`src/pcsr_pkg.sv`:
```
// constants and types for the receive decoder
package pcsr_pkg;
  localparam logic [7:0]  ADDR_CTRL      = 8'h00;
  localparam logic [7:0]  ADDR_STATUS    = 8'h04;
  localparam logic [7:0]  ADDR_FRAMES    = 8'h08;
  localparam logic [7:0]  ADDR_ERRORS    = 8'h0c;
  localparam int          CTRL_POL_EN    = 0;
  localparam int          CTRL_SLAVE     = 1;
  localparam int          CTRL_HALF_DPX  = 2;
  localparam int          CTRL_POL_FORCE = 3;
  localparam logic [3:0]  CTRL_RESET     = 4'h5;
  localparam int          ST_FRAME_VALID = 0;
  localparam int          ST_FRAME_ERR   = 1;
  localparam int          ST_SCR_LOCK    = 2;
  localparam int          ST_POL_INV     = 3;
  localparam int          ST_LOC_OK      = 4;
  localparam int          ST_MAX_EXP     = 5;
  // ternary symbol coding: 00 zero, 01 plus one, 11 minus one
  localparam logic [1:0]  SYM_ZERO       = 2'h0;
  localparam logic [1:0]  SYM_POS        = 2'h1;
  localparam logic [1:0]  SYM_NEG        = 2'h3;
  localparam int          RCV_MAX_CYCLES = 36000;
  localparam int          RCV_MAX_TOL    = 1800;
  localparam int          SCR_LEN        = 33;
  localparam int          SCR_TAP        = 13;
  localparam int          LOCK_SYMBOLS   = 64;
  localparam int          MON_SYMBOLS    = 2048;
  localparam int          NIB_DEPTH      = 4;
  typedef enum logic [1:0] {
    RX_IDLE,
    RX_IDLE_ESC,
    RX_FRAME,
    RX_FRAME_ESC
  } pcsr_rx_state_type;
  typedef enum logic [1:0] {
    SY_ACQUIRE,
    SY_MONITOR,
    SY_LOCKED
  } pcsr_sync_state_type;
endpackage

```
`src/pcsr_decoder.sv`:
```
// receive decoder: descrambler, delimiters, polarity, nibble packing, apb registers
`timescale 1ns/1ps
module pcsr_decoder #(
  parameter int RCV_MAX = pcsr_pkg::RCV_MAX_CYCLES
) (
  input  wire logic        mclk_i,
  input  wire logic        rst_i,
  input  wire logic        psel_i,
  input  wire logic        penable_i,
  input  wire logic        pwrite_i,
  input  wire logic [7:0]  paddr_i,
  input  wire logic [31:0] pwdata_i,
  output logic      [31:0] prdata_o,
  output logic             pready_o,
  output logic             pslverr_o,
  input  wire logic        sym_stb_i,
  input  wire logic [1:0]  received_symbol_a_i,
  input  wire logic [1:0]  received_symbol_b_i,
  input  wire logic        loc_rcvr_ok_i,
  input  wire logic        rem_rcvr_ok_i,
  input  wire logic        mii_tick_i,
  input  wire logic [1:0]  transmitted_symbol_a_i,
  input  wire logic [1:0]  transmitted_symbol_b_i,
  output logic      [1:0]  tx_sym_a_o,
  output logic      [1:0]  tx_sym_b_o,
  output logic             tx_en_o,
  output logic             rem_rcvr_ok_o,
  output logic             scr_status_o,
  output logic             rx_clk_recovered_o,
  output logic      [3:0]  rxd_o,
  output logic             tribit_valid_o,
  output logic             rx_er_o
);

  function automatic logic [1:0] neg_sym(input logic [1:0] s);
    // two's complement: zero stays zero, plus one and minus one swap
    neg_sym = ~s + 2'h1;
  endfunction

  // pair of ternary symbols to three bits; (0,0) is the control escape
  function automatic logic [2:0] pair_bits(input logic [1:0] a, input logic [1:0] b);
    logic [1:0] ia;
    logic [1:0] ib;
    ia = (a == pcsr_pkg::SYM_ZERO) ? 2'h0 : ((a == pcsr_pkg::SYM_POS) ? 2'h1 : 2'h2);
    ib = (b == pcsr_pkg::SYM_ZERO) ? 2'h0 : ((b == pcsr_pkg::SYM_POS) ? 2'h1 : 2'h2);
    pair_bits = 3'(4'(ia) * 4'h3 + 4'(ib) - 4'h1);
  endfunction

  // pin synchronisers, two flops each
  logic [9:0] pin_m_r;
  logic [9:0] pin_s_r;
  always_ff @(posedge mclk_i)
  begin
    if (rst_i)
    begin
      pin_m_r <= 10'h000;
      pin_s_r <= 10'h000;
    end
    else
    begin
      pin_m_r <= {rem_rcvr_ok_i, loc_rcvr_ok_i, received_symbol_b_i,
                  received_symbol_a_i, sym_stb_i, 3'h0};
      pin_s_r <= pin_m_r;
    end
  end

  logic       stb_s;
  logic [1:0] ra_s;
  logic [1:0] rb_s;
  logic       loc_ok_s;
  logic       rem_ok_s;
  assign stb_s    = pin_s_r[3];
  assign ra_s     = pin_s_r[5:4];
  assign rb_s     = pin_s_r[7:6];
  assign loc_ok_s = pin_s_r[8];
  assign rem_ok_s = pin_s_r[9];

  // apb registers
  logic [3:0]  ctrl_r;
  logic [15:0] frames_r;
  logic [15:0] errors_r;
  logic        pol_inv_r;
  logic        frame_valid_flag_r;
  logic        frame_error_flag_r;
  logic        max_exp_r;
  logic        apb_wr;
  logic        mapped;
  assign apb_wr    = psel_i & penable_i & pwrite_i;
  assign mapped    = (paddr_i == pcsr_pkg::ADDR_CTRL) | (paddr_i == pcsr_pkg::ADDR_STATUS) |
                     (paddr_i == pcsr_pkg::ADDR_FRAMES) | (paddr_i == pcsr_pkg::ADDR_ERRORS);
  assign pready_o  = 1'b1;
  assign pslverr_o = psel_i & penable_i & ~mapped;

  always_ff @(posedge mclk_i)
  begin
    if (rst_i)
      ctrl_r <= pcsr_pkg::CTRL_RESET;
    else if (apb_wr && paddr_i == pcsr_pkg::ADDR_CTRL)
      ctrl_r <= pwdata_i[3:0];
  end

  logic sync_ok;
  always_comb
  begin
    case (paddr_i)
      pcsr_pkg::ADDR_CTRL:   prdata_o = {28'h0, ctrl_r};
      pcsr_pkg::ADDR_STATUS: prdata_o = {26'h0, max_exp_r, loc_ok_s, pol_inv_r, sync_ok,
                                         frame_error_flag_r, frame_valid_flag_r};
      pcsr_pkg::ADDR_FRAMES: prdata_o = {16'h0, frames_r};
      pcsr_pkg::ADDR_ERRORS: prdata_o = {16'h0, errors_r};
      default:               prdata_o = 32'h0;
    endcase
  end

  // polarity corrected receive symbols
  logic [1:0] ra_c;
  logic [1:0] rb_c;
  assign ra_c = pol_inv_r ? neg_sym(ra_s) : ra_s;
  assign rb_c = pol_inv_r ? neg_sym(rb_s) : rb_s;

  // side-stream descrambler
  logic [pcsr_pkg::SCR_LEN-1:0] scr_r;
  logic                         scr_next;
  logic [2:0]                   side_stream_bits;
  assign scr_next         = scr_r[pcsr_pkg::SCR_TAP-1] ^ scr_r[pcsr_pkg::SCR_LEN-1];
  assign side_stream_bits = {scr_r[6] ^ scr_r[16], scr_r[3] ^ scr_r[8], scr_r[0]};

  pcsr_pkg::pcsr_sync_state_type sy_r;
  pcsr_pkg::pcsr_rx_state_type   rx_r;
  logic [11:0] mon_r;
  logic [6:0]  agree_r;
  logic        idle_bit;
  logic        b_ok;
  assign idle_bit = (ra_c == pcsr_pkg::SYM_ZERO);
  assign b_ok     = (rb_c == pcsr_pkg::SYM_ZERO) ||
                    ((rb_c == pcsr_pkg::SYM_POS) == ~side_stream_bits[1]);
  assign sync_ok  = (sy_r == pcsr_pkg::SY_LOCKED);
  assign scr_status_o = sync_ok;

  always_ff @(posedge mclk_i)
  begin
    if (rst_i)
      scr_r <= '0;
    else if (stb_s)
    begin
      if (sy_r == pcsr_pkg::SY_ACQUIRE)
        scr_r <= {scr_r[pcsr_pkg::SCR_LEN-2:0], idle_bit};
      else
        scr_r <= {scr_r[pcsr_pkg::SCR_LEN-2:0], scr_next};
    end
  end

  // acquisition, lock monitor and polarity search
  always_ff @(posedge mclk_i)
  begin
    if (rst_i || !loc_ok_s)
    begin
      sy_r      <= pcsr_pkg::SY_ACQUIRE;
      mon_r     <= 12'h000;
      agree_r   <= 7'h00;
      // forced polarity holds even without local receiver ok
      pol_inv_r <= !rst_i && !ctrl_r[pcsr_pkg::CTRL_POL_EN] &&
                   ctrl_r[pcsr_pkg::CTRL_POL_FORCE];
    end
    else
    begin
      if (!ctrl_r[pcsr_pkg::CTRL_POL_EN])
        pol_inv_r <= ctrl_r[pcsr_pkg::CTRL_POL_FORCE];
      if (stb_s)
      begin
        case (sy_r)
          pcsr_pkg::SY_ACQUIRE:
          begin
            mon_r <= mon_r + 12'h001;
            if (mon_r == 12'(pcsr_pkg::SCR_LEN - 1))
            begin
              sy_r    <= pcsr_pkg::SY_MONITOR;
              agree_r <= 7'h00;
            end
          end
          pcsr_pkg::SY_MONITOR:
          begin
            mon_r <= mon_r + 12'h001;
            if (rx_r != pcsr_pkg::RX_IDLE)
              agree_r <= agree_r;
            else if (scr_next == idle_bit && b_ok)
              agree_r <= agree_r + 7'h01;
            else
              agree_r <= 7'h00;
            if (agree_r == 7'(pcsr_pkg::LOCK_SYMBOLS - 1))
              sy_r <= pcsr_pkg::SY_LOCKED;
            else if (mon_r == 12'(pcsr_pkg::MON_SYMBOLS - 1))
            begin
              sy_r  <= pcsr_pkg::SY_ACQUIRE;
              mon_r <= 12'h000;
              if (ctrl_r[pcsr_pkg::CTRL_POL_EN])
                pol_inv_r <= ~pol_inv_r;
            end
          end
          pcsr_pkg::SY_LOCKED:
          begin
            if (rx_r == pcsr_pkg::RX_IDLE && scr_next != idle_bit)
            begin
              sy_r  <= pcsr_pkg::SY_ACQUIRE;
              mon_r <= 12'h000;
            end
          end
          default:
            sy_r <= pcsr_pkg::SY_ACQUIRE;
        endcase
      end
    end
  end

  // transmit polarity, duplex step and remote status
  always_ff @(posedge mclk_i)
  begin
    if (rst_i)
    begin
      tx_sym_a_o    <= pcsr_pkg::SYM_ZERO;
      tx_sym_b_o    <= pcsr_pkg::SYM_ZERO;
      tx_en_o       <= 1'b0;
      rem_rcvr_ok_o <= 1'b0;
    end
    else
    begin
      tx_sym_a_o    <= pol_inv_r ? neg_sym(transmitted_symbol_a_i) : transmitted_symbol_a_i;
      tx_sym_b_o    <= pol_inv_r ? neg_sym(transmitted_symbol_b_i) : transmitted_symbol_b_i;
      tx_en_o       <= ~ctrl_r[pcsr_pkg::CTRL_SLAVE] | ~ctrl_r[pcsr_pkg::CTRL_HALF_DPX];
      rem_rcvr_ok_o <= rem_ok_s & ~ctrl_r[pcsr_pkg::CTRL_HALF_DPX];
    end
  end

  // mii timing source follows role
  always_ff @(posedge mclk_i)
  begin
    if (rst_i)
      rx_clk_recovered_o <= 1'b0;
    else
      rx_clk_recovered_o <= ctrl_r[pcsr_pkg::CTRL_SLAVE];
  end

  // delimiter state machine and nibble packer
  logic [2:0]  tribit;
  logic        esc;
  logic        tribit_valid;
  logic [5:0]  acc_r;
  logic [2:0]  acc_n_r;
  logic [15:0] max_r;
  logic [3:0]  fifo_r [pcsr_pkg::NIB_DEPTH];
  logic        fifo_er_r [pcsr_pkg::NIB_DEPTH];
  logic [1:0]  wr_r;
  logic [1:0]  rd_r;
  logic [2:0]  cnt_r;
  logic        push;
  logic        pop;
  logic [3:0]  push_nib;
  logic        push_er;
  assign esc    = (ra_c == pcsr_pkg::SYM_ZERO) && (rb_c == pcsr_pkg::SYM_ZERO);
  assign tribit = pair_bits(ra_c, rb_c) ^ side_stream_bits;
  assign tribit_valid = stb_s && rx_r == pcsr_pkg::RX_FRAME && !esc;
  assign pop    = mii_tick_i && cnt_r != 3'h0;

  always_ff @(posedge mclk_i)
  begin
    if (rst_i)
    begin
      rx_r               <= pcsr_pkg::RX_IDLE;
      frame_valid_flag_r <= 1'b0;
      frame_error_flag_r <= 1'b0;
      max_r              <= 16'h0000;
      max_exp_r          <= 1'b0;
      frames_r           <= 16'h0000;
      errors_r           <= 16'h0000;
    end
    else if (!loc_ok_s)
    begin
      rx_r               <= pcsr_pkg::RX_IDLE;
      frame_valid_flag_r <= 1'b0;
      frame_error_flag_r <= 1'b0;
    end
    else if (stb_s)
    begin
      max_r <= frame_valid_flag_r ? max_r + 16'h0001 : 16'h0000;
      case (rx_r)
        pcsr_pkg::RX_IDLE:
        begin
          frame_error_flag_r <= 1'b0;
          if (esc)
            rx_r <= pcsr_pkg::RX_IDLE_ESC;
        end
        pcsr_pkg::RX_IDLE_ESC:
        begin
          if (ra_c == pcsr_pkg::SYM_POS && rb_c == pcsr_pkg::SYM_POS)
          begin
            rx_r               <= pcsr_pkg::RX_FRAME;
            frame_valid_flag_r <= 1'b1;
            frames_r           <= frames_r + 16'h0001;
          end
          else
          begin
            rx_r               <= pcsr_pkg::RX_IDLE;
            frame_error_flag_r <= 1'b1;
            errors_r           <= errors_r + 16'h0001;
          end
        end
        pcsr_pkg::RX_FRAME:
        begin
          if (max_r == 16'(RCV_MAX - 1))
          begin
            rx_r               <= pcsr_pkg::RX_IDLE;
            frame_valid_flag_r <= 1'b0;
            frame_error_flag_r <= 1'b1;
            max_exp_r          <= 1'b1;
          end
          else if (esc)
            rx_r <= pcsr_pkg::RX_FRAME_ESC;
        end
        pcsr_pkg::RX_FRAME_ESC:
        begin
          rx_r               <= pcsr_pkg::RX_IDLE;
          frame_valid_flag_r <= 1'b0;
          if (!(ra_c == pcsr_pkg::SYM_NEG && rb_c == pcsr_pkg::SYM_NEG))
          begin
            frame_error_flag_r <= 1'b1;
            errors_r           <= errors_r + 16'h0001;
          end
        end
        default:
          rx_r <= pcsr_pkg::RX_IDLE;
      endcase
    end
  end

  // three-bit words into nibbles, lsb first
  always_comb
  begin
    push     = 1'b0;
    push_nib = 4'h0;
    push_er  = frame_error_flag_r;
    if (tribit_valid && acc_n_r != 3'h0 && cnt_r != 3'(pcsr_pkg::NIB_DEPTH))
    begin
      push     = 1'b1;
      push_nib = 4'({tribit, acc_r[2:0]} >> (3'h3 - (acc_n_r - 3'h1)));
    end
    case (acc_n_r)
      3'h1:    push_nib = {tribit, acc_r[0]};
      3'h2:    push_nib = {tribit[1:0], acc_r[1:0]};
      3'h3:    push_nib = {tribit[0], acc_r[2:0]};
      default: push_nib = push_nib;
    endcase
  end

  always_ff @(posedge mclk_i)
  begin
    if (rst_i || rx_r != pcsr_pkg::RX_FRAME)
    begin
      acc_r   <= 6'h00;
      acc_n_r <= 3'h0;
    end
    else if (tribit_valid)
    begin
      if (acc_n_r == 3'h0)
      begin
        acc_r   <= {3'h0, tribit};
        acc_n_r <= 3'h3;
      end
      else
      begin
        acc_r   <= 6'({3'h0, tribit} >> (3'h4 - acc_n_r));
        acc_n_r <= acc_n_r - 3'h1;
      end
    end
  end

  always_ff @(posedge mclk_i)
  begin
    if (rst_i)
    begin
      wr_r  <= 2'h0;
      rd_r  <= 2'h0;
      cnt_r <= 3'h0;
    end
    else
    begin
      if (push)
      begin
        fifo_r[wr_r]    <= push_nib;
        fifo_er_r[wr_r] <= push_er;
        wr_r            <= wr_r + 2'h1;
      end
      if (pop)
        rd_r <= rd_r + 2'h1;
      cnt_r <= cnt_r + {2'h0, push} - {2'h0, pop};
    end
  end

  // mii side, one nibble per tick
  always_ff @(posedge mclk_i)
  begin
    if (rst_i)
    begin
      rxd_o   <= 4'h0;
      tribit_valid_o <= 1'b0;
      rx_er_o <= 1'b0;
    end
    else if (mii_tick_i)
    begin
      rxd_o   <= pop ? fifo_r[rd_r] : 4'h0;
      tribit_valid_o <= pop;
      rx_er_o <= pop & fifo_er_r[rd_r];
    end
  end

endmodule

```
`config.mk`:
```
export PLATFORM = sky130hd
export DESIGN_NAME = pcsr_decoder
export DESIGN_NICKNAME = d
export VERILOG_FILES = /design/src/pcsr_pkg.sv /design/src/pcsr_decoder.sv
export SDC_FILE = /design/constraint.sdc
export NUM_CORES = 1
export LEC_CHECK = 0
export ABC_AREA = 1
export ABC_CLOCK_PERIOD_IN_PS = 2800
export BUFFER_PORTS_ARGS = -buffer_cell sky130_fd_sc_hd__buf_2
export CELL_PAD_IN_SITES_DETAIL_PLACEMENT = 1
export CELL_PAD_IN_SITES_GLOBAL_PLACEMENT = 1
export CORE_UTILIZATION = 30
export CTS_BUF_LIST = sky130_fd_sc_hd__clkbuf_16
export DETAILED_ROUTE_END_ITERATION = 7
export GPL_TIMING_DRIVEN = 1
export PLACE_DENSITY = 0.7
export SLEW_MARGIN = 0
export SYNTH_ARGS = -nofsm -noshare
export SYNTH_HDL_FRONTEND = slang
export SYNTH_SLANG_ARGS = --single-unit
```
`constraint.sdc`:
```
create_clock -name mclk_i -period 2.8 [get_ports mclk_i]
set_input_delay 0.14 -clock mclk_i [delete_from_list [all_inputs] [get_ports mclk_i]]
set_output_delay 0.14 -clock mclk_i [all_outputs]
set_load 0.01 [all_outputs]
```
# After elaboration in Yosys (flattened, before gate mapping)
# Memories as Yosys holds them, arrays and structs flattened. A register that Yosys moved wholly into a read port is not among the register bits.
# Cells that the tools add are included.
# word_totals
reg_bits,158
mem_bits_rw,20
inputBits,57
out_inout_bits,48
elab_cells,212
mem_count,2
# mem_list
name,words,word_bits,rd,rd_ports_with_merged_regs,write_ports,line,text
fifo_r,4,4,1,1,1,pcsr_decoder.sv:250,logic [3:0] fifo_r [pcsr_pkg::NIB_DEPTH];
fifo_er_r,4,1,1,1,1,pcsr_decoder.sv:251,logic fifo_er_r [pcsr_pkg::NIB_DEPTH];
# op_classes
addsub,18
multipliers,1
n_eq_ne,34
n_shift,2
mux,59
n_bitwise,23
reduce_logical,44
# ops
op,n
16-bit case mux with 4 select lines,1
16-bit by 1-bit adder with 16-bit output (second input constant),3
16-bit 2-to-1 mux,3
2-bit 2-to-1 mux,20
12-bit 2-to-1 mux,3
12-bit case mux with 3 select lines,1
16-bit case mux with 2 select lines,1
4-bit AND reduction,6
7-bit 2-to-1 mux,3
1-bit 2-to-1 mux,17
16-bit == test (second input constant),1
8-bit by 4-bit == test with 1-bit output (second input constant),2
7-bit case mux with 2 select lines,1
1-bit logical AND,13
12-bit by 1-bit adder with 12-bit output (second input constant),1
2-bit by 1-bit adder with 2-bit output (second input constant),6
12-bit by 11-bit == test with 1-bit output (second input constant),1
12-bit by 6-bit == test with 1-bit output (second input constant),1
2-bit inequality test (second input constant),6
4-bit case mux with 3 select lines,1
3-bit nonzero test,4
2-bit == test (second input constant),5
2-bit by 1-bit == test with 1-bit output (second input constant),4
8-bit by 3-bit == test with 1-bit output (second input constant),1
40 further kinds,76

# Depth between registers and ports, before layout
# Gate-level depths: netlist (run 1).
# depth
depth_word,13
depth_mapped,18
mapped_depth_nobuf,17

# Least setup slack after synthesis (run 1)
# OpenSTA, ideal clock, no wires.
# synth_timing
path_kind,reg-to-reg
startpoint,register acc_n_r[0]
endpoint,register cnt_r[2]
setup_time_ps,71
arrival_ps,2485
t_required_ps,2729
slack_ps,244
path_stages_with_launch,14
path_buffers,0
period_less_slack_ps,2556
cell_sequence,dfxtp_1 inv_1 ha_1 ha_1 inv_1 nand3_2 nor2_4 inv_1 ha_1 inv_1 ha_1 fa_1 or2_2 a21oi_1
# synth_between
elab_chain_cells,6
# synth_lines
element,line,text
start: declaration,pcsr_decoder.sv:248,logic [2:0] acc_n_r;
start signal: assignment,pcsr_decoder.sv:371,acc_n_r <= acc_n_r - 3'h1;
3-bit nonzero test,pcsr_decoder.sv:341,if (tribit_valid && acc_n_r != 3'h0 && cnt_r != 3'(pcsr_pkg::NIB_DEPTH))
1-bit logical AND (2 in series),pcsr_decoder.sv:341,
1-bit 2-to-1 mux,pcsr_decoder.sv:341,
3-bit by 1-bit adder with 3-bit output,pcsr_decoder.sv:394,"cnt_r <= cnt_r + {2'h0, push} - {2'h0, pop};"
3-bit by 1-bit subtractor with 3-bit output,pcsr_decoder.sv:394,
end signal: assignment,pcsr_decoder.sv:394,
end: declaration,pcsr_decoder.sv:254,logic [2:0] cnt_r;
# No other way between the ends.
# A chain may end at the register's enable or synchronous reset.

# Final worst setup path (run 1)
# layout_timing
startpoint,register acc_n_r[1]
endpoint,register cnt_r[2]
# Same word-level chain as after synthesis.

==> results of run 1 <==
## per-stage QoR
stage          hold slack [ns]  util (%)  setup WS [ns]  cell area, um^2
2_1_floorplan           0.2470         -         0.2443             8985
3_3_place_gp            0.3432     32.84         0.1786             9529
3_5_place_dp            0.3529     32.84        0.07436             9529
4_1_cts                0.01860     35.48        0.02642            10290
5_1_grt                0.05333     35.57        0.03626            10320
6_report               0.03741     35.57         0.1818            10320
## what timing repair did
action	in CTS	in global routing
buffers inserted	0	1
gates resized for setup	0	7
endpoints found under the hold margin	15	0
setup endpoints to repair	0	5
hold buffers	15	0
## flip-flops by register name, summed over array words and instances (netlist names), 4 cells and up, named ones only
| name | cells |
|---|---|
| mon_r | 12 |
| frames_r | 16 |
| pin_m_r | 7 |
| scr_r | 33 |
| fifo_r | 16 |
| max_r | 16 |
| agree_r | 7 |
| ctrl_r | 4 |
| pin_s_r | 7 |
| fifo_er_r | 4 |
| rxd_o | 4 |
| errors_r | 16 |
## worst paths after layout
| check | cells past startpoint | endpoint | from | slack (ns) |
|---|---|---|---|---|
| min reg2reg | 2 | pin_s_r[3] | pin_m_r[3] | 0.41 |
| max | 13 | cnt_r[2] | acc_n_r[1] | 0.18 |
| min | 3 | tribit_valid_o | mii_tick_i | 0.04 |
| max reg2reg | 13 | cnt_r[2] | acc_n_r[1] | 0.18 |
## where the power goes
part / internal (uW) / switching [uW]
sequential: 2600 / 68.6
clock: 1330 / 1170
combinational: 201 / 329
total: 4140 / 1570
## per-layer routing
| layer | vias up | share of wire (%) | global-route usage (%) |
|---|---|---|---|
| met2 | 80 | 47 | 26.81 |
| met3 | 17 | 2.6 | 2.800 |
| li1 | 4037 | - | - |
| met5 | - | 0 | 0 |
| met4 | 0 | 0.82 | 3.623 |
| met1 | 3774 | 50 | 21.17 |
## Yosys cell counts (5+ instances only)
cell type	n
nand2_1	218
nor2_1	179
inv_1	157
dfxtp_1	154
a21oi_1	92
o21ai_0	73
nand3_1	50
xor2_1	30
nor3_1	29
ha_1	24
clkbuf_1	22
edfxtp_1	20
nand4_1	20
buf_4	18
o22ai_1	13
nand3_2	11
or2_2	8
nand2_2	7
xnor2_1	7
a211oi_1	5
buf_6	5
nand2_4	5
nor2_2	5
nor3b_1	5
o221ai_1	5
o32ai_1	5
## worst register-to-register path, stage by stage (launching register included)
cell	delay, ns
dfxtp_2	0.36
inv_1	0.08
ha_1	0.18
ha_2	0.19
inv_1	0.09
nand3_2	0.12
nor2_4	0.15
inv_1	0.10
ha_1	0.28
inv_1	0.04
ha_1	0.20
fa_2	0.34
or2_2	0.30
a21oi_1	0.12
## cell families after synthesis
family | synth area share, %
AO/OA/AOI/OAI | 13.16
XOR/XNOR | 3.629
adder cells (fa/ha/maj) | 3.587
buffers and inverters | 10.44
flip-flops | 41.26
other | 0.08411
AND/OR/NAND/NOR | 27.84
## final cells by class
type                            instances  area (um^2)
Fill cell                            3660        18690
Multi-Input combinational cell        840         4384
Sequential cell                       174         3687
Inverter                              166        625.6
Timing Repair Buffer                   85        528.0
Tap cell                              384        480.5
Clock buffer                           18        450.4
Clock inverter                         14        163.9
==> impl_results.md, run 1 <==
* WL final at 23,360 um
* Most frequent cells in the layout: 218 x nand2_1, 178 x nor2_1, 157 x inv_1
* Max incr delay on CP at 0.36 ns
* Cts bufs inserted at 17
* Die area at approximately 30,000 um^2
* Critical path required time at about 3.2 ns
* Die width at ~170 um
* Share of layout cells above drive strength 1 at about an eighth
* Maximum clock insertion buffer count at 2
* RSZ-0062 raised after global routing: no
* Nets@finish at ~1,400
* Rel. slew slack at 58.48%
* Worst-case clock skew at 0.007931 ns
* Mapped Area at 8929 um^2
* # IOs at between 100 and 150
* EDFF count, synth at 20
* Mean Syn Cell Area at 7.349 um^2
* YS warnings at 0
* Floorplan row count at 62
* CP Cell Sequence: inv_1 > ha_1 > ha_2 > inv_1 > nand3_2 > nor2_4 > inv_1 > ha_1 > inv_1 > ha_1 > fa_2 > or2_2 > a21oi_1
* CTS sink count at 174
* First-pass GRT wire length at 39,640 um
* Gpl congestion at ~0.82
* Area Overhead vs Synth at 15.58%
* Vias in the first global route at just over 8,000
* Initial antenna violation count at 0
* #FFs+latches synth at 174
* CP max FO at 4
* Slew Viols, Final at 0
* DP HPWL at 17,000 um
* Placed Cells incl. Taps at 1,633
* DRT Pass-1 Iters at 4
* Worst-path clk slew at 0.07 ns
* Fin. Hold Viols at 0
* Final setup TNS at 0 ns
* Worst-margin pin slew at 0.6171 ns
* Post-synth top flop: dfxtp_1
* Average wire per standard cell at 13.90 um
* # setup viols final at 0
* # H-tree levels at 4
* Overall Global Routing Usage at 15.94%
* Starting Density at between 30% and 40%
* Crit path kind: register to register
* Final cell count without fillers at 1,681
* Final ANT Viol Nets at 0
* Leakage at 0.004136 uW
* Cell Pwr Density at ~550 nW/um^2
* Top-area cell type share of the netlist area at 34.53%
* Largest net degree at the start of global routing at 51
* Critical-path top delay cell: dfxtp_2
* Post-route DRC violation count at 0
* Area contributors post-synth: dfxtp_1 35%, nand2_1 9.2%, nor2_1 7.5%, edfxtp_1 6.7%, inv_1 6.6%
* CTS root buffer: clkbuf_16
* Sequential fraction of the synthesis area at 41.26%
* Area leader, netlist: dfxtp_1
* Crit end category: register
* MaxCap Viol Count at 0
* VDD IR max at 0.4373 mV
* Commonest non-fill, non-tap cell in the layout: nand2_1
* Clk_lat worst skew at 0.44 ns
* Total global routing overflow at 0
* F_max at ~380 MHz
* Gate Count Post-Synth at between 1,000 and 1,500
* CP Launch Type: register
* # port buffers at between 50 and 60
* Fin crit share at 93.51%
* Initial DRC count at 474
* Yosys cell types at 49
* Tmin final at ~2.6 ns
* Die Y at 174.5 um
* Async set-reset flop share out of synthesis at 0%
* Critical path buffers and inverters at 4
* Via/cell ratio at 4.704
* Antenna Diode Count at 0
* Power, Total at 5708 uW
* Worst min path class: input pin to register
* Status: completed
* Crit path DAT at slightly below 3 ns
* CTS tree: done
* DR vias at approximately 7,900
* Core ar. at roughly 29,000 um^2
* CP top delay family: adder cells
* Cell mode on critical path: inv_1
Power figures use the tool's default switching activity.
==> inputs of run 2 (changes only) <==
--- a/config.mk
+++ b/config.mk
@@ -10,10 +10,11 @@
 export BUFFER_PORTS_ARGS = -buffer_cell sky130_fd_sc_hd__buf_2
 export CELL_PAD_IN_SITES_DETAIL_PLACEMENT = 1
 export CELL_PAD_IN_SITES_GLOBAL_PLACEMENT = 1
+export CORE_MARGIN = 2
 export CORE_UTILIZATION = 30
 export CTS_BUF_LIST = sky130_fd_sc_hd__clkbuf_16
 export DETAILED_ROUTE_END_ITERATION = 7
-export GPL_TIMING_DRIVEN = 1
+export GPL_TIMING_DRIVEN = 0
 export PLACE_DENSITY = 0.7
 export SLEW_MARGIN = 0
 export SYNTH_ARGS = -nofsm -noshare
==> impl_results.md, run 2 (synthesis gave the netlist of run 1 again) <==
* Overall Global Routing Usage at 16.54% (+0.59 points)
* CTS sink count at 174 (unchanged)
* Core ar. at 29,480 um^2 (+1.6%)
* Sequential cell area at 3687 um^2 (unchanged)
* # setup viols final at 0 (unchanged)
* Gpl congestion at 0.8688 (+5.4%)
* Final cell count without fillers at 1,728 (+2.8%)
* Cell Pwr Density at 539.2 nW/um^2 (-2.5%)
* Placed Cells incl. Taps at 1,679 (+2.8%)
* Share of layout cells above drive strength 1 at 13.68% (+1.1 points)
* Area of the multi-input gates at 4422 um^2 (+0.86%)
* MaxCap Viol Count at 0 (unchanged)
* CTS root buffer: clkbuf_16
* Commonest non-fill, non-tap cell in the layout: nand2_1
* CP Launch Type: register
* Post-route DRC violation count at 0 (unchanged)
* Initial DRC count at 435 (-8.2%)
* Worst-margin pin slew at 0.7420 ns (+0.1249 ns)
* Filler cells at 3,696 (+0.98%)
* First-pass GRT wire length at 41,240 um (+4.0%)
* Fin crit share at 92.98% (-0.52 points)
* Cts bufs inserted at 17 (unchanged)
* Die width at 176.5 um (+1.1%)
* Crit path DAT at 2.98 ns (about the same)
* Initial antenna violation count at 0 (unchanged)
* Largest net degree at the start of global routing at 18 (-65%)
* Fin. Hold Viols at 0 (unchanged)
* Final ANT Viol Nets at 0 (unchanged)
* DRT Pass-1 Iters at 5 (+1)
* Status: completed
* Worst min path class: input pin to register
* Critical-path top delay cell: dfxtp_2
* DP Worst Slack at -0.1089 ns (-0.1833 ns)
* Critical path buffers and inverters at 4 (unchanged)
* Total global routing overflow at 0 (unchanged)
* Crit path kind: register to register
* Via/cell ratio at 4.719 (+0.32%)
* Most frequent cells in the layout: 216 x nand2_1, 179 x nor2_1, 157 x inv_1
* VDD IR max at 0.4233 mV (-3.2%)
* Nets@finish at 1,407 (+3.0%)
* Average wire per standard cell at 14.57 um (+4.9%)
* # IOs at 105 (unchanged)
* DR vias at 8,155 (+3.1%)
* CP Cell Sequence: inv_2 > ha_1 > ha_1 > inv_2 > nand3_4 > nor2_4 > inv_1 > ha_1 > inv_1 > ha_1 > fa_2 > or2_4 > a21oi_2
* WL final at 25,180 um (+7.8%)
* Area Overhead vs Synth at 18.44%
* Crit end category: register
* Critical path required time at 3.18 ns (about the same)
* Antenna Diode Count at 0 (unchanged)
* Vias in the first global route at 8,132 (+0.42%)
* Die area at 31,160 um^2 (+2.3%)
* Worst hold slack at 0.01621 ns (-0.02120 ns)
* Die Y at 176.5 um (+1.1%)
* Slew Viols, Final at 0 (unchanged)
* Leakage at 0.004262 uW (+3.1%)
* Crit path launch: acc_n_r[0]
* Finished Cell Area at 10,580 um^2 (+2.5%)
* Rel. slew slack at 50.53% (-7.9 points)
* Max incr delay on CP at 0.36 ns (about the same)
* Cell mode on critical path: ha_1
* CTS tree: done
* Worst-case clock skew at 0.009343 ns (+0.001412 ns)
* Maximum clock insertion buffer count at 2 (unchanged)
* DP HPWL at 18,500 um (+8.9%)
* F_max at 384.1 MHz (+0.56%)
* Worst-path clk slew at 0.07 ns (about the same)
* Reg2reg start: acc_n_r[0]
* Starting Density at 30.29% (-0.49 points)
* Final WS setup at 0.1965 ns (+0.01462 ns)
* HP Start: pwdata_i[3]
* # H-tree levels at 4 (unchanged)
* Dpl cell area at 9768 um^2 (+2.5%)
* Max reg flops at 33 (unchanged)
* Biggest register: scr_r
* Tmin final at 2.604 ns (-0.01462 ns)
* # port buffers at 59 (unchanged)
* Final core occ at 35.87% (+0.30 points)
* CP top delay family: adder cells
* CP max FO at 9 (+5)
* Clk_lat worst skew at 0.44 ns (about the same)
* Floorplan row count at 63 (+1.6%)
==> run 2: cell count changes in the layout (fill, tap and decap cells not counted), sizes merged <==
cell | previous run | this run
bufinv | 1 | 2
inv | 171 | 172
buf | 70 | 90
dlygate4sd3 | 15 | 14
clkbuf | 18 | 39
clkinvlp | 2 | 1
==> run 2: timing repair <==
action | 4_1_cts | 5_1_grt
hold endpoints to repair | 14 | 0
setup buffers | 1 | 2
hold buffers | 14 | 0
setup endpoints to repair | 1 | 17
gates resized for setup | 3 | 13
pin swaps | 1 | 0
==> run 2: worst min-delay path: cells and delay by family <==
kind | cells | cell delay [ns]
AOI/OAI and AO/OA | 1 | 0.05
buffers and inverters | 1 | 0.10
and+or+nand+nor | 1 | 0.11
==> run 2: path summary, 6_finish.rpt <==
check | to | slack (ns) | cells after the start
worst min-delay path | ctrl_r[3] | 0.02 | 3
worst max register to register | cnt_r[2] | 0.20 | 13
worst max-delay path | cnt_r[2] | 0.20 | 13
worst min register to register | pin_s_r[4] | 0.40 | 2
==> run 2: final cells by class <==
cell class / count / area share (%)
multi-input combinational: 840 / 41.81
sequential: 174 / 34.87
inverter: 166 / 5.916
tap: 390 / 4.614
timing repair buffer: 76 / 4.330
clock buffer: 17 / 4.023
buffer: 50 / 2.899
clock inverter: 15 / 1.538
==> run 2: report_power, final <==
| part | total (uW) | switching [uW] | leakage, uW | internal, uW |
|---|---|---|---|---|
| registers | 2660 | 53.8 | 0.00144 | 2610 |
| clock network | 2430 | 1100 | 0.000293 | 1330 |
| logic | 610 | 380 | 0.00253 | 230 |
| total | 5700 | 1530 | 0.00426 | 4170 |
==> run 2: routing by layer <==
layer,vias up,share of wire (%),GRT usage [%],wire length (um)
li1,4120,-,-,-
met2,109,47,27.26,11890
met4,0,1.1,4.167,282
met5,-,0,0,0
met3,24,3.1,2.799,781
met1,3902,49,22.43,12230
==> run 2: metrics by stage <==
step | setup TNS [ns] | total power [uW]
after CTS | 0 | 5748
after global routing | -0.0004223 | 5968
after floorplan | 0 | 3088
after global placement | 0 | 3259
final | 0 | 5702
after detailed placement | -0.1089 | 3282
==> inputs of run 3 (changes only) <==
--- a/config.mk
+++ b/config.mk
@@ -16,6 +16,7 @@
 export DETAILED_ROUTE_END_ITERATION = 7
 export GPL_TIMING_DRIVEN = 0
 export PLACE_DENSITY = 0.7
+export REMOVE_ABC_BUFFERS = 1
 export SLEW_MARGIN = 0
 export SYNTH_ARGS = -nofsm -noshare
 export SYNTH_HDL_FRONTEND = slang
==> impl_results.md, run 3 (synthesis gave the netlist of run 1 again) <==
* Flop2flop setup slack at 0.22 ns (+0.02 ns)
* Vias in the first global route at 7,949 (-2.3%)
* Fin crit share at 92.17% (-0.81 points)
* # port buffers at 59 (unchanged)
* Slew Viols, Final at 0 (unchanged)
* Worst-case clock skew at 0.01442 ns (+0.005076 ns)
* Total global routing overflow at 0 (unchanged)
* F_max at 387.5 MHz (+0.88%)
* Largest net degree at the start of global routing at 61 (+43)
* Filler cells at 3,725 (+0.78%)
* Initial DRC count at 309 (-29%)
* Initial antenna violation count at 0 (unchanged)
* Routed length on met1 at 11,200 um (-8.4%)
* Status: completed
* Post-route DRC violation count at 0 (unchanged)
* Average wire per standard cell at 13.80 um (-5.3%)
* Most frequent cells in the layout: 218 x nand2_1, 178 x nor2_1, 154 x inv_1
* CP max FO at 4 (-5)
* # setup viols final at 0 (unchanged)
* # IOs at 105 (unchanged)
* MaxCap Viol Count at 0 (unchanged)
* Gpl congestion at 0.8449 (-2.8%)
* CP Launch Type: register
* Max reg flops at 33 (unchanged)
* Clk_lat worst skew at 0.45 ns (about the same)
* Finished Cell Area at 10,400 um^2 (-1.7%)
* Final WS setup at 0.2191 ns (+0.02267 ns)
* Die area at 31,160 um^2 (unchanged)
* Fin. Hold Viols at 0 (unchanged)
* DR top layer: met4
* Via/cell ratio at 4.699 (-0.44%)
* DR vias at 7,936 (-2.7%)
* Worst Reg2Reg Path Length in Cells at 13 (unchanged)
* Cts bufs inserted at 17 (unchanged)
* DRT Pass-1 Iters at 5 (unchanged)
* Crit end category: register
* # H-tree levels at 4 (unchanged)
* Floorplan row count at 63 (unchanged)
* Worst-path clk slew at 0.09 ns (+0.02 ns)
* WL final at 23,310 um (-7.4%)
* First-pass GRT wire length at 39,160 um (-5.1%)
* Worst min path class: input pin to register
* Core ar. at 29,480 um^2 (unchanged)
* Area Overhead vs Synth at 16.42%
* Tmin final at 2.581 ns (-0.02267 ns)
* DP Worst Slack at -0.6899 ns (-0.5810 ns)
* Biggest register: scr_r
* Final ANT Viol Nets at 0 (unchanged)
* Critical path required time at 3.17 ns (about the same)
* HP Start: pwrite_i
* Hold Crit Endpoint: ctrl_r[3]
* RSZ-0062 raised after global routing: no
* Dpl cell area at 9463 um^2 (-3.1%)
* Starting Density at 30.29% (unchanged)
* DP HPWL at 16,360 um (-12%)
* Rel. slew slack at 12.00% (-39 points)
* VDD IR max at 0.4054 mV (-4.2%)
* Hold path cells at 3 (unchanged)
* Die width at 176.5 um (unchanged)
* Nets@finish at 1,368 (-2.8%)
* FF-to-FF End: cnt_r[2]
* Antenna Diode Count at 0 (unchanged)
* WL met3 at 553 um (-29%)
* Reg2reg start: acc_n_r[0]
* Maximum clock insertion buffer count at 2 (unchanged)
* Cell Pwr Density at 545.2 nW/um^2 (+1.1%)
* Routed wl met2 at 11,320 um (-4.8%)
* CTS sink count at 174 (unchanged)
* Commonest non-fill, non-tap cell in the layout: nand2_1
* Leakage at 0.004160 uW (-2.4%)
* Share of layout cells above drive strength 1 at 13.09% (-0.59 points)
* CTS root buffer: clkbuf_16
* Overall Global Routing Usage at 15.52% (-1.0 points)
* Crit path kind: register to register
* CTS tree: done
* Worst-margin pin slew at 1.320 ns (+0.5780 ns)
* Die Y at 176.5 um (unchanged)
* Crit path DAT at 2.95 ns (-0.03 ns)
==> run 3: final cells by class <==
class,count,area [um^2],share of cell area [%]
clock inverters,15,198.9,1.914
well taps,390,488.0,4.694
flip-flops and latches,174,3701,35.60
clock buffers,17,425.4,4.092
multi-input cells,840,4397,42.30
inverters,166,631.9,6.078
repair buffers,87,553.0,5.320
==> run 3: metal layers <==
| layer | global-route usage (%) | vias up |
|---|---|---|
| met5 | 0 | - |
| met4 | 3.857 | 0 |
| met3 | 3.187 | 24 |
| met2 | 26.68 | 82 |
| met1 | 19.82 | 3782 |
| li1 | - | 4048 |
==> run 3: stage by stage <==
| step | instances | util, % | setup TNS [ns] | hold slack, ns | total power, uW |
|---|---|---|---|---|---|
| finish | 1689 | 35.26 | 0 | 0.1264 | 5667 |
| global route | 1689 | 35.26 | 0 | 0.1362 | 5952 |
| CTS | 1681 | 34.94 | 0 | 0.1150 | 5748 |
| detailed placement | 1629 | 32.10 | -7.492 | 0.3489 | 3225 |
| global placement | 1629 | 32.09 | -42.25 | 0.3415 | 3204 |
| floorplan | 1180 | - | -0.6404 | 0.2024 | 3049 |
==> run 3: report_power, final <==
part	internal (uW)	total, uW	switching [uW]
registers	2600	2670	68.9
clock network	1240	2490	1250
logic	195	512	317
total	4030	5670	1630
==> run 3: what timing repair did <==
action                     CTS  global route
hold endpoints to repair    16             0
pin swaps                    0             1
gates resized for setup      7            11
setup buffers                4             8
hold buffers                16             0
setup endpoints to repair   40            17
==> run 3: worst max-delay path, cell delays in order, from the launching register on <==
cell and delay (ns):
dfxtp_4 0.37, clkinvlp_4 0.08, ha_1 0.19, ha_2 0.20, inv_2 0.08, nand3_4 0.09, nor2_4 0.14, inv_1 0.07
ha_1 0.27, inv_1 0.04, ha_1 0.18, fa_1 0.38, or2_2 0.30, a21oi_1 0.11
==> run 3: worst max path at each step <==
stage                     from           end  slack [ns]
finish              acc_n_r[0]      cnt_r[2]        0.22
global route         pol_inv_r  fifo_r[3][1]        0.02
floorplan           pin_s_r[3]      cnt_r[2]       -0.42
global placement    pin_s_r[3]      cnt_r[2]       -1.42
detailed placement  pin_s_r[3]      cnt_r[2]       -0.69
CTS                  pol_inv_r      cnt_r[2]        0.01
